$ cat config.mk
export PLATFORM = sky130hd
export DESIGN_NAME = pic_ctrl
export DESIGN_NICKNAME = d
export VERILOG_FILES = /design/src/shared/pic_pkg.sv /design/src/verilog/pic_ctrl.sv
export SDC_FILE = /design/constraint.sdc
export NUM_CORES = 1
export LEC_CHECK = 0
export BUFFER_PORTS_ARGS = -buffer_cell sky130_fd_sc_hd__buf_2
export CAP_MARGIN = 20
export CORE_MARGIN = 1
export CORE_UTILIZATION = 30
export DETAILED_ROUTE_END_ITERATION = 7
export PLACE_DENSITY_LB_ADDON = 0.08
export SYNTH_ARGS = -nofsm -noshare
export SYNTH_HDL_FRONTEND = slang
export SYNTH_SLANG_ARGS = --single-unit
$ cat constraint.sdc
create_clock -name sys_clk -period 6.57 [get_ports sys_clk]
set_clock_uncertainty 0.1 [all_clocks]
set_input_delay 0.657 -clock sys_clk [delete_from_list [all_inputs] [get_ports sys_clk]]
set_output_delay 0.657 -clock sys_clk [all_outputs]
set_load 0.1 [all_outputs]
$ cat src/shared/pic_pkg.sv
// Constants and types for the priority interrupt controller
package pic_pkg;
  localparam int NUM_SRC = 9;
  // Source indices, index 0 is highest priority
  localparam int SRC_INTERVAL = 0;
  localparam int SRC_EXT0 = 1;
  localparam int SRC_EXT1 = 2;
  localparam int SRC_TIMER = 3;
  localparam int SRC_EXT2 = 4;
  localparam int SRC_WDOG = 5;
  localparam int SRC_WATCH = 6;
  localparam int SRC_KEY = 7;
  localparam int SRC_BREAK = 8;
  localparam int NUM_EXT = 3;
  // Register offsets on the plain port
  localparam logic [3:0] OFS_ENABLE_LOW = 4'h0;
  localparam logic [3:0] OFS_ENABLE_HIGH = 4'h1;
  localparam logic [3:0] OFS_REQUEST_LOW = 4'h2;
  localparam logic [3:0] OFS_REQUEST_HIGH = 4'h3;
  localparam logic [3:0] OFS_EDGE_SELECT = 4'h4;
  localparam logic [3:0] OFS_STATUS_WORD = 4'h5;
  // Status word bit positions
  localparam int PSW_MASTER_BIT = 2;
  localparam int PSW_BREAK_BIT = 4;
  localparam logic [7:0] RESET_BYTE = 8'h00;
  localparam logic [1:0] EDGE_FALL = 2'h1;
  localparam logic [1:0] EDGE_RISE = 2'h2;
  localparam logic [1:0] EDGE_BOTH = 2'h3;
  // Acceptance takes 8 oscillator periods, here 8 sys_clk cycles
  localparam logic [2:0] ACCEPT_LAST = 3'h7;
  localparam logic [1:0] PUSH_COUNT = 2'h3;
  localparam logic [7:0] VECTOR_BASE = 8'he0;
  typedef enum logic [2:0] {
    PIC_IDLE, PIC_WAIT, PIC_ACCEPT, PIC_PUSH, PIC_FETCH, PIC_RUN
  } pic_state_t;
endpackage

$ cat src/verilog/pic_ctrl.sv
// Priority interrupt controller with acceptance sequencer
//
// The placing of the registers and the strobed register port were chosen for this implementation.
`timescale 1ns/1ps
// Operation
// Eight maskable sources, each with request flag and enable flag.
// Fixed priority: interval, ext0, ext1, timer, ext2, watchdog, watch, key.
// External lines trigger on signal transitions, not levels.
// External flags sit in high request register; cleared on vectoring.
// Timer match sets the timer match flag.
// Interval timer overflow sets the interval overflow flag.
// Accept only when flag, enable and master enable all set; break bypasses.
// Zero enable never accepted; master clear blocks all maskable.
// Flags hold until accepted, reset, or cleared by write.
// Acceptance starts after instruction ends and lasts 8 periods.
// Acceptance clears master enable; break blocks further acceptance too.
// Flag of accepted source cleared during acceptance.
// Push return address and status word, stack pointer down three times.
// Fetch entry from vector location, load it, then execute.
// With master enable clear nothing is accepted, whatever priority; break is still accepted here.
// Only program counter and status word saved by hardware.
// Interrupt return ends service and resumes interrupted program.
// Software break ranks below every other source.
// Break shares table call zero vector; sets break flag in status.
// Simultaneous requests resolved to the higher priority one.
// Edge selection offers rising, falling or both edges.
// Reset clears master enable, all enables and all flags.
module pic_ctrl
  import pic_pkg::*;
(
  input wire logic sys_clk,
  input wire logic rst_n,
  input wire logic [3:0] reg_addr,
  input wire logic [7:0] reg_wdata,
  input wire logic reg_wr,
  input wire logic reg_rd,
  output logic [7:0] reg_rdata_q,
  input wire logic external_line_zero,
  input wire logic external_line_one,
  input wire logic external_line_two,
  input wire logic interval_overflow,
  input wire logic timer_match,
  input wire logic watchdog_source,
  input wire logic watch_clock_source,
  input wire logic keypad_source,
  input wire logic software_break,
  input wire logic instr_done,
  input wire logic interrupt_return,
  input wire logic set_master_enable_instr,
  input wire logic [15:0] return_pc,
  input wire logic [15:0] vector_data,
  output logic stack_push_q,
  output logic [7:0] stack_data_q,
  output logic [7:0] vector_addr_q,
  output logic vector_rd_q,
  output logic pc_load_q,
  output logic [15:0] pc_value_q,
  output logic accept_busy_q,
  output logic in_service_q
);
  import pic_pkg::*;

  pic_state_t state_q;
  logic [7:0] enable_reg_low_q;
  logic [7:0] enable_reg_high_q;
  logic [NUM_SRC-1:0] flag_q;
  logic [5:0] edge_select_q;
  logic [7:0] program_status_word_q;
  logic [NUM_EXT-1:0] ext_prev_q;
  logic [2:0] cycle_q;
  logic [1:0] push_q;
  logic [3:0] src_q;
  logic [7:0] saved_psw_q;
  logic [NUM_SRC-1:0] enable_vec;
  logic [NUM_SRC-1:0] set_vec;
  logic [NUM_SRC-1:0] wr_clr;
  logic [NUM_SRC-1:0] acc_clr;
  logic [NUM_SRC-1:0] pending;
  logic [NUM_EXT-1:0] ext_in;
  logic [NUM_EXT-1:0] ext_edge;
  logic [3:0] winner;
  logic any_pending;
  logic master_en;
  logic [23:0] push_bytes;
  logic [7:0] req_low_view;
  logic [7:0] req_high_view;

  assign master_en = program_status_word_q[PSW_MASTER_BIT];
  assign ext_in = {external_line_two, external_line_one, external_line_zero};
  // Enable layout: low reg holds interval..ext2 in bits 0..4, high reg the rest
  assign enable_vec = {1'b1, enable_reg_high_q[2:0], enable_reg_low_q[4:0]};
  // Timer-type and key flags in the low request byte, the three line flags in the high one
  assign req_low_view = {3'h0, flag_q[SRC_KEY], flag_q[SRC_WATCH], flag_q[SRC_WDOG],
    flag_q[SRC_TIMER], flag_q[SRC_INTERVAL]};
  assign req_high_view = {5'h0, flag_q[SRC_EXT2], flag_q[SRC_EXT1], flag_q[SRC_EXT0]};

  // Edge detection per external line
  genvar g;
  generate
    for (g = 0; g < NUM_EXT; g++) begin : g_edge
      logic rise;
      logic fall;
      assign rise = ext_in[g] & ~ext_prev_q[g];
      assign fall = ~ext_in[g] & ext_prev_q[g];
      assign ext_edge[g] = (edge_select_q[2*g+1] & rise) | (edge_select_q[2*g] & fall);
    end
  endgenerate

  // Tracks the pins through reset too, so release brings no false edge
  always_ff @(posedge sys_clk) begin
    ext_prev_q <= ext_in;
  end

  always_comb begin
    set_vec = '0;
    set_vec[SRC_INTERVAL] = interval_overflow;
    set_vec[SRC_EXT0] = ext_edge[0];
    set_vec[SRC_EXT1] = ext_edge[1];
    set_vec[SRC_TIMER] = timer_match;
    set_vec[SRC_EXT2] = ext_edge[2];
    set_vec[SRC_WDOG] = watchdog_source;
    set_vec[SRC_WATCH] = watch_clock_source;
    set_vec[SRC_KEY] = keypad_source;
    set_vec[SRC_BREAK] = software_break & (state_q == PIC_IDLE);
  end

  // Maskable gating; break bypasses master and enable
  always_comb begin
    pending = flag_q & enable_vec & {1'b1, {(NUM_SRC-1){master_en}}};
  end

  // Lowest index wins; break is index 8, so it ranks last
  always_comb begin
    winner = 4'h0;
    any_pending = 1'b0;
    for (int i = NUM_SRC - 1; i >= 0; i--) begin
      if (pending[i]) begin
        winner = 4'(i);
        any_pending = 1'b1;
      end
    end
  end

  always_comb begin
    wr_clr = '0;
    if (reg_wr && reg_addr == OFS_REQUEST_LOW) begin
      {wr_clr[SRC_KEY], wr_clr[SRC_WATCH], wr_clr[SRC_WDOG], wr_clr[SRC_TIMER],
        wr_clr[SRC_INTERVAL]} = ~reg_wdata[4:0];
    end
    if (reg_wr && reg_addr == OFS_REQUEST_HIGH) begin
      {wr_clr[SRC_EXT2], wr_clr[SRC_EXT1], wr_clr[SRC_EXT0]} = ~reg_wdata[2:0];
    end
    acc_clr = '0;
    if (state_q == PIC_WAIT && instr_done) begin
      acc_clr[winner] = 1'b1;
    end
  end

  // Set beats clear, so no edge is lost
  always_ff @(posedge sys_clk) begin
    if (!rst_n) begin
      flag_q <= '0;
    end else begin
      flag_q <= (flag_q & ~wr_clr & ~acc_clr) | set_vec;
    end
  end

  always_ff @(posedge sys_clk) begin
    if (!rst_n) begin
      enable_reg_low_q <= RESET_BYTE;
      enable_reg_high_q <= RESET_BYTE;
      edge_select_q <= '0;
    end else if (reg_wr) begin
      if (reg_addr == OFS_ENABLE_LOW) begin
        enable_reg_low_q <= reg_wdata;
      end
      if (reg_addr == OFS_ENABLE_HIGH) begin
        enable_reg_high_q <= reg_wdata;
      end
      if (reg_addr == OFS_EDGE_SELECT) begin
        edge_select_q <= reg_wdata[5:0];
      end
    end
  end

  // Status word: master enable and break flag are hardware-steered
  always_ff @(posedge sys_clk) begin
    if (!rst_n) begin
      program_status_word_q <= RESET_BYTE;
    end else if (state_q == PIC_WAIT && instr_done) begin
      program_status_word_q[PSW_MASTER_BIT] <= 1'b0;
      program_status_word_q[PSW_BREAK_BIT] <= (winner == 4'(SRC_BREAK));
    end else if (state_q == PIC_RUN && interrupt_return) begin
      program_status_word_q <= saved_psw_q;
    end else if (set_master_enable_instr) begin
      program_status_word_q[PSW_MASTER_BIT] <= 1'b1;
    end else if (reg_wr && reg_addr == OFS_STATUS_WORD) begin
      program_status_word_q <= reg_wdata;
    end
  end

  // Acceptance sequencer
  always_ff @(posedge sys_clk) begin
    if (!rst_n) begin
      state_q <= PIC_IDLE;
      cycle_q <= '0;
      push_q <= '0;
      src_q <= '0;
      saved_psw_q <= RESET_BYTE;
    end else begin
      unique case (state_q)
        PIC_IDLE, PIC_RUN: begin
          if (state_q == PIC_RUN && interrupt_return) begin
            state_q <= PIC_IDLE;
          end else if (any_pending) begin
            state_q <= PIC_WAIT;
          end
        end
        PIC_WAIT: begin
          if (!any_pending) begin
            state_q <= PIC_IDLE;
          end else if (instr_done) begin
            state_q <= PIC_ACCEPT;
            src_q <= winner;
            cycle_q <= '0;
            saved_psw_q <= program_status_word_q;
          end
        end
        PIC_ACCEPT: begin
          cycle_q <= cycle_q + 3'h1;
          if (cycle_q == ACCEPT_LAST - 3'(PUSH_COUNT) - 3'h1) begin
            state_q <= PIC_PUSH;
            push_q <= '0;
          end
        end
        PIC_PUSH: begin
          cycle_q <= cycle_q + 3'h1;
          push_q <= push_q + 2'h1;
          if (push_q == PUSH_COUNT - 2'h1) begin
            state_q <= PIC_FETCH;
          end
        end
        PIC_FETCH: begin
          state_q <= PIC_RUN;
        end
      endcase
    end
  end

  assign push_bytes = {return_pc[7:0], return_pc[15:8], saved_psw_q};

  always_ff @(posedge sys_clk) begin
    if (!rst_n) begin
      stack_push_q <= 1'b0;
      stack_data_q <= '0;
      vector_rd_q <= 1'b0;
      vector_addr_q <= '0;
      pc_load_q <= 1'b0;
      pc_value_q <= '0;
    end else begin
      stack_push_q <= (state_q == PIC_PUSH);
      stack_data_q <= push_bytes[8*push_q +: 8];
      vector_rd_q <= (state_q == PIC_PUSH) && (push_q == PUSH_COUNT - 2'h1);
      // Break uses the table call zero slot, the last vector
      vector_addr_q <= VECTOR_BASE + {3'h0, src_q, 1'b0};
      pc_load_q <= (state_q == PIC_FETCH);
      pc_value_q <= vector_data;
    end
  end

  always_ff @(posedge sys_clk) begin
    if (!rst_n) begin
      accept_busy_q <= 1'b0;
      in_service_q <= 1'b0;
    end else begin
      accept_busy_q <= (state_q == PIC_ACCEPT) || (state_q == PIC_PUSH) || (state_q == PIC_FETCH);
      in_service_q <= (state_q != PIC_IDLE) && (state_q != PIC_WAIT);
    end
  end

  always_ff @(posedge sys_clk) begin
    if (!rst_n) begin
      reg_rdata_q <= '0;
    end else if (reg_rd) begin
      unique case (reg_addr)
        OFS_ENABLE_LOW: reg_rdata_q <= enable_reg_low_q;
        OFS_ENABLE_HIGH: reg_rdata_q <= enable_reg_high_q;
        OFS_REQUEST_LOW: reg_rdata_q <= req_low_view;
        OFS_REQUEST_HIGH: reg_rdata_q <= req_high_view;
        OFS_EDGE_SELECT: reg_rdata_q <= {2'h0, edge_select_q};
        OFS_STATUS_WORD: reg_rdata_q <= program_status_word_q;
        default: reg_rdata_q <= '0;
      endcase
    end else begin
      reg_rdata_q <= '0;
    end
  end

  // Assertions
  a_master_cleared: assert property (@(posedge sys_clk) disable iff (!rst_n)
    state_q == PIC_WAIT && instr_done |=> !program_status_word_q[PSW_MASTER_BIT])
    else $error("master enable not cleared on accept");
  a_no_masked_accept: assert property (@(posedge sys_clk) disable iff (!rst_n)
    state_q == PIC_WAIT && instr_done && winner != 4'(SRC_BREAK) |-> master_en)
    else $error("accept with master enable clear");
  a_enable_gates: assert property (@(posedge sys_clk) disable iff (!rst_n)
    state_q == PIC_WAIT && instr_done |-> enable_vec[winner] && flag_q[winner])
    else $error("disabled source accepted");
  a_flag_cleared: assert property (@(posedge sys_clk) disable iff (!rst_n)
    state_q == PIC_WAIT && instr_done && !set_vec[winner] |=> !flag_q[src_q])
    else $error("accepted flag not cleared");
  // Four accept, three push and one fetch cycle, then the service routine runs
  a_accept_length: assert property (@(posedge sys_clk) disable iff (!rst_n)
    state_q == PIC_WAIT && instr_done |=> ##8 state_q == PIC_RUN)
    else $error("acceptance not 8 cycles");
  a_three_pushes: assert property (@(posedge sys_clk) disable iff (!rst_n)
    $rose(stack_push_q) |-> stack_push_q [*3] ##1 !stack_push_q)
    else $error("push count not three");
  a_top_priority: assert property (@(posedge sys_clk) disable iff (!rst_n)
    pending[SRC_INTERVAL] |-> winner == 4'(SRC_INTERVAL))
    else $error("interval source not highest");
  a_flag_holds: assert property (@(posedge sys_clk) disable iff (!rst_n)
    flag_q[SRC_KEY] && !wr_clr[SRC_KEY] && !acc_clr[SRC_KEY] |=> flag_q[SRC_KEY])
    else $error("request flag dropped");
  a_timer_sets: assert property (@(posedge sys_clk) disable iff (!rst_n)
    timer_match |=> flag_q[SRC_TIMER])
    else $error("timer match lost");
  a_interval_sets: assert property (@(posedge sys_clk) disable iff (!rst_n)
    interval_overflow |=> flag_q[SRC_INTERVAL])
    else $error("interval overflow lost");
  a_edge_sets_ext0: assert property (@(posedge sys_clk) disable iff (!rst_n)
    ext_edge[0] |=> flag_q[SRC_EXT0])
    else $error("line zero edge lost");
  a_edge_sets_ext1: assert property (@(posedge sys_clk) disable iff (!rst_n)
    ext_edge[1] |=> flag_q[SRC_EXT1])
    else $error("line one edge lost");
  a_edge_sets_ext2: assert property (@(posedge sys_clk) disable iff (!rst_n)
    ext_edge[2] |=> flag_q[SRC_EXT2])
    else $error("line two edge lost");
  a_write_clears: assert property (@(posedge sys_clk) disable iff (!rst_n)
    reg_wr && reg_addr == OFS_REQUEST_HIGH && !reg_wdata[0] && !ext_edge[0]
      |=> !flag_q[SRC_EXT0])
    else $error("request write did not clear");
  a_masked_stay_idle: assert property (@(posedge sys_clk) disable iff (!rst_n)
    state_q == PIC_IDLE && !master_en && !flag_q[SRC_BREAK] |=> state_q == PIC_IDLE)
    else $error("masked request left idle");
  a_break_lowest: assert property (@(posedge sys_clk) disable iff (!rst_n)
    pending[SRC_BREAK] && |pending[SRC_KEY:SRC_INTERVAL] |-> winner != 4'(SRC_BREAK))
    else $error("break ranked above a source");
  a_break_flag_set: assert property (@(posedge sys_clk) disable iff (!rst_n)
    state_q == PIC_WAIT && instr_done && winner == 4'(SRC_BREAK)
      |=> program_status_word_q[PSW_BREAK_BIT])
    else $error("break flag not set");
  a_status_pushed_first: assert property (@(posedge sys_clk) disable iff (!rst_n)
    $rose(stack_push_q) |-> stack_data_q == saved_psw_q)
    else $error("status word not pushed first");
  a_vector_then_load: assert property (@(posedge sys_clk) disable iff (!rst_n)
    vector_rd_q |=> pc_load_q)
    else $error("entry address not loaded");
  a_busy_covers_push: assert property (@(posedge sys_clk) disable iff (!rst_n)
    stack_push_q |-> accept_busy_q)
    else $error("push outside acceptance");
  a_return_restores: assert property (@(posedge sys_clk) disable iff (!rst_n)
    state_q == PIC_RUN && interrupt_return
      |=> state_q == PIC_IDLE && program_status_word_q == $past(saved_psw_q))
    else $error("return did not restore status");
  a_reset_clears: assert property (@(posedge sys_clk)
    !rst_n |=> flag_q == '0 && !master_en && enable_reg_low_q == RESET_BYTE
      && enable_reg_high_q == RESET_BYTE)
    else $error("reset left state behind");
  // Main scenarios
  c_break_taken: cover property (@(posedge sys_clk) disable iff (!rst_n)
    state_q == PIC_WAIT && instr_done && winner == 4'(SRC_BREAK));
  c_nested: cover property (@(posedge sys_clk) disable iff (!rst_n)
    state_q == PIC_RUN && set_master_enable_instr ##[1:50] state_q == PIC_WAIT);
  c_return: cover property (@(posedge sys_clk) disable iff (!rst_n)
    state_q == PIC_RUN && interrupt_return);
  c_two_pending: cover property (@(posedge sys_clk) disable iff (!rst_n)
    state_q == PIC_WAIT && instr_done && $countones(pending) > 1);
  c_line_taken: cover property (@(posedge sys_clk) disable iff (!rst_n)
    state_q == PIC_WAIT && instr_done && winner == 4'(SRC_EXT0));
endmodule // pic_ctrl

==> impl_metrics.ini <==
[outcome]
status = completed

[pwr]
cellPowerDensity_mw_per_mm2 = 262
ir_drop_mv = 0.153
totalPowerFinal_uw = 1360
p_leak_uw = 0.00218

[sta]
layout_setup_ws_ps = 3990
report.final.hold_viol_count = 0
rsz0062_at_grt = false
setup_violations = 0
fmax_mhz = 388
tns_ps = 0
finalCriticalPeriod_ps = 2580
worstMarginPinSlew_ps = 1030
fin_crit_sh_pct = 39.2
max_slew_margin_pct = 30.8
finalMaxSlewViolations = 0

[layout]
antennaDiodeCount = 0
final_area_mm2 = 0.00518
fin_util_pct = 37.5
area_growth_pct = 22.3
drive_gt1_share_pct = 24.2
final_nets = 624
nFillCells = 1450
ff_latch_area_mm2 = 0.00208
multi_input_area_mm2 = 0.00199

[clock_tree]
holdBufCountCts = 0
root_buffer = clkbuf_16
cts_setup_buffers = 0
cts_tree = done
clkTransAtPathRegs_ps = 70
clk_latency_ps = 350
post_cts_resized = 0
clkSinkCount = 104
clock_path_buffers = 2
ctsHtreeMaxLevel = 3
numCtsBuffers = 9

[placed_design]
dp_slack_ps = 3700
placed_area_mm2 = 0.00487
io_buffer_count = 103
gp_congestion = 0.842
hpwl_um = 8170

[setup_path]
crit_start = program_status_word_q[2]$_SDFFE_PP0P_
worst_ep_arrival_time_ps = 2700
slowest_delay_ps = 770
cp_slowest_cell = o21ai_2
critPathLaunchType = register
cp.required_ps = 6690
endpoint_kind = register
critPathKind = reg -> reg
worstPathCellList = a21boi_4 -> or4_1 -> o21ai_2 -> mux2i_1 -> nor2_1
crit_fanout = 16
r2r_start = program_status_word_q[2]$_SDFFE_PP0P_

[global_routing]
grt_first_pass_wirelength_um = 18200
grt_max_degree = 63
grt-ovfl-total = 0
use_met2_pct = 25.6
grt-busiest-layer = met2
grt_pass1_vias = 3339
use_met1_pct = 22.0
antenna_found_initial = 0
use_met3_pct = 4.93
track_usage_pct = 16.5

[yosys]
synth_area_leaders = dfxtp_1 49%, mux2i_1 9.9%, nor2_1 6.0%, a21oi_1 5.3%, nand2_1 4.3%
synth.cell_area_mm2 = 0.00424
synth_ff_type = dfxtp_1
synth_warnings = 0
avgSynthCellArea_um2 = 8.98
async_flop_share_pct = 0
netlist_instances = 472
seq_area_frac_synth_pct = 49.1
synth_top_area_cell = dfxtp_1
ys_ff_latch = 104
synth_edf_count = 0
syn_nets = 535
yosysUniqueCellTypes = 54
synth_top_area_share_pct = 49.1
synth_common_cells = 104 x dfxtp_1, 68 x nor2_1, 49 x nand2_1
synth_most_common_cell = dfxtp_1

[run]
cap_violations = 0

[floorplanning]
fp-row-count = 43
die_height_um = 121
initial_core_util_pct = 30.7
io_pins = 105
core_region_area_mm2 = 0.0138
die_width_um = 121
dieArea_mm2 = 0.0146

[worst_hold_path]
hp-class = in -> reg
min_from = external_line_two

[route]
drtAntennaViolNets = 0
drt-wirelength-per-cell_um = 15.4
drt-total-wl_um = 11500
post-route-drc-count = 0
vias = 3610
vias_per_cell = 4.85
drtPass1Iterations = 4
dr.first_iter.drc_count = 188
-- flip-flops by register name, summed over array words and instances (netlist names), 2 cells and up --
signal and flops:
vector_addr_q 5, stack_data_q 8, src_q 4, enable_reg_low_q 8, cycle_q 3, ext_prev_q 3
state_q 3, program_status_word_q 8, push_q 2, pc_value_q 16, enable_reg_high_q 8, reg_rdata_q 8
flag_q 9, edge_select_q 6, saved_psw_q 8
-- per-stage QoR --
stage          hold WS [ps]  cells
2_1_floorplan           327    472
3_3_place_gp            344    728
3_5_place_dp            344    728
4_1_cts                 318    743
5_1_grt                 320    745
6_report                333    745
-- critical path: cells and delay by family (launching register included) --
kind	cells	cell delay, ps
AOI/OAI and AO/OA	2	980
muxes	1	270
and+or+nand+nor	2	670
DFF	1	410
-- power breakdown --
group,switching [uW],internal [uW],leakage (uW)
Clock,241,294,0.000143
Sequential,16.2,647,0.000847
Combinational,111,50.0,0.00119
-- final cells by class --
| cell class | instances | share of cell area, % |
|---|---|---|
| inverter | 10 | 0.724 |
| sequential | 104 | 40.2 |
| tap | 180 | 4.35 |
| clock inverter | 5 | 1.11 |
| timing repair buffer | 107 | 10.8 |
| multi-input combinational | 329 | 38.5 |
| clock buffer | 10 | 4.42 |
-- per-layer routing --
| metal | vias up | wire length [um] |
|---|---|---|
| met5 | - | 0 |
| met4 | 0 | 135 |
| met3 | 7 | 639 |
| met2 | 100 | 5160 |
| met1 | 1689 | 5520 |
| li1 | 1814 | - |
-- path summary, 6_finish.rpt --
| check | to | slack (ps) | depth (start not counted) |
|---|---|---|---|
| max | saved_psw_q[2]$_SDFFE_PN0P_ | 3990 | 5 |
| min | ext_prev_q[2]$_DFF_P_ | 330 | 1 |
| max reg2reg | saved_psw_q[2]$_SDFFE_PN0P_ | 3990 | 5 |
| min reg2reg | src_q[2]$_SDFFE_PN0P_ | 350 | 2 |
-- cells by family after synthesis --
kind of cell,after synthesis,synth area share [%]
simple gates,181,20.2
flops,104,49.1
compound gates,102,15.7
mux,42,9.92
buf+inv,39,4.01
fa+ha+maj,3,0.886
other cells,1,0.0885
-- placed cells by master (no fill, tap or decap), types with 4 or more instances in the layout --
cell type,netlist,layout
a211oi_1,7,7
a21oi_1,45,45
a221oi_1,4,4
a31oi_1,4,4
and2_1,22,22
buf_2,1,103
clkbuf_16,0,9
dfxtp_1,104,104
inv_1,9,9
mux2i_1,42,42
nand2_1,49,49
nand3_1,11,11
nand3b_1,6,6
nor2_1,68,68
o21a_1,4,4
o21ai_0,12,12
o221ai_1,4,4
(Power assumes the default switching activity.)
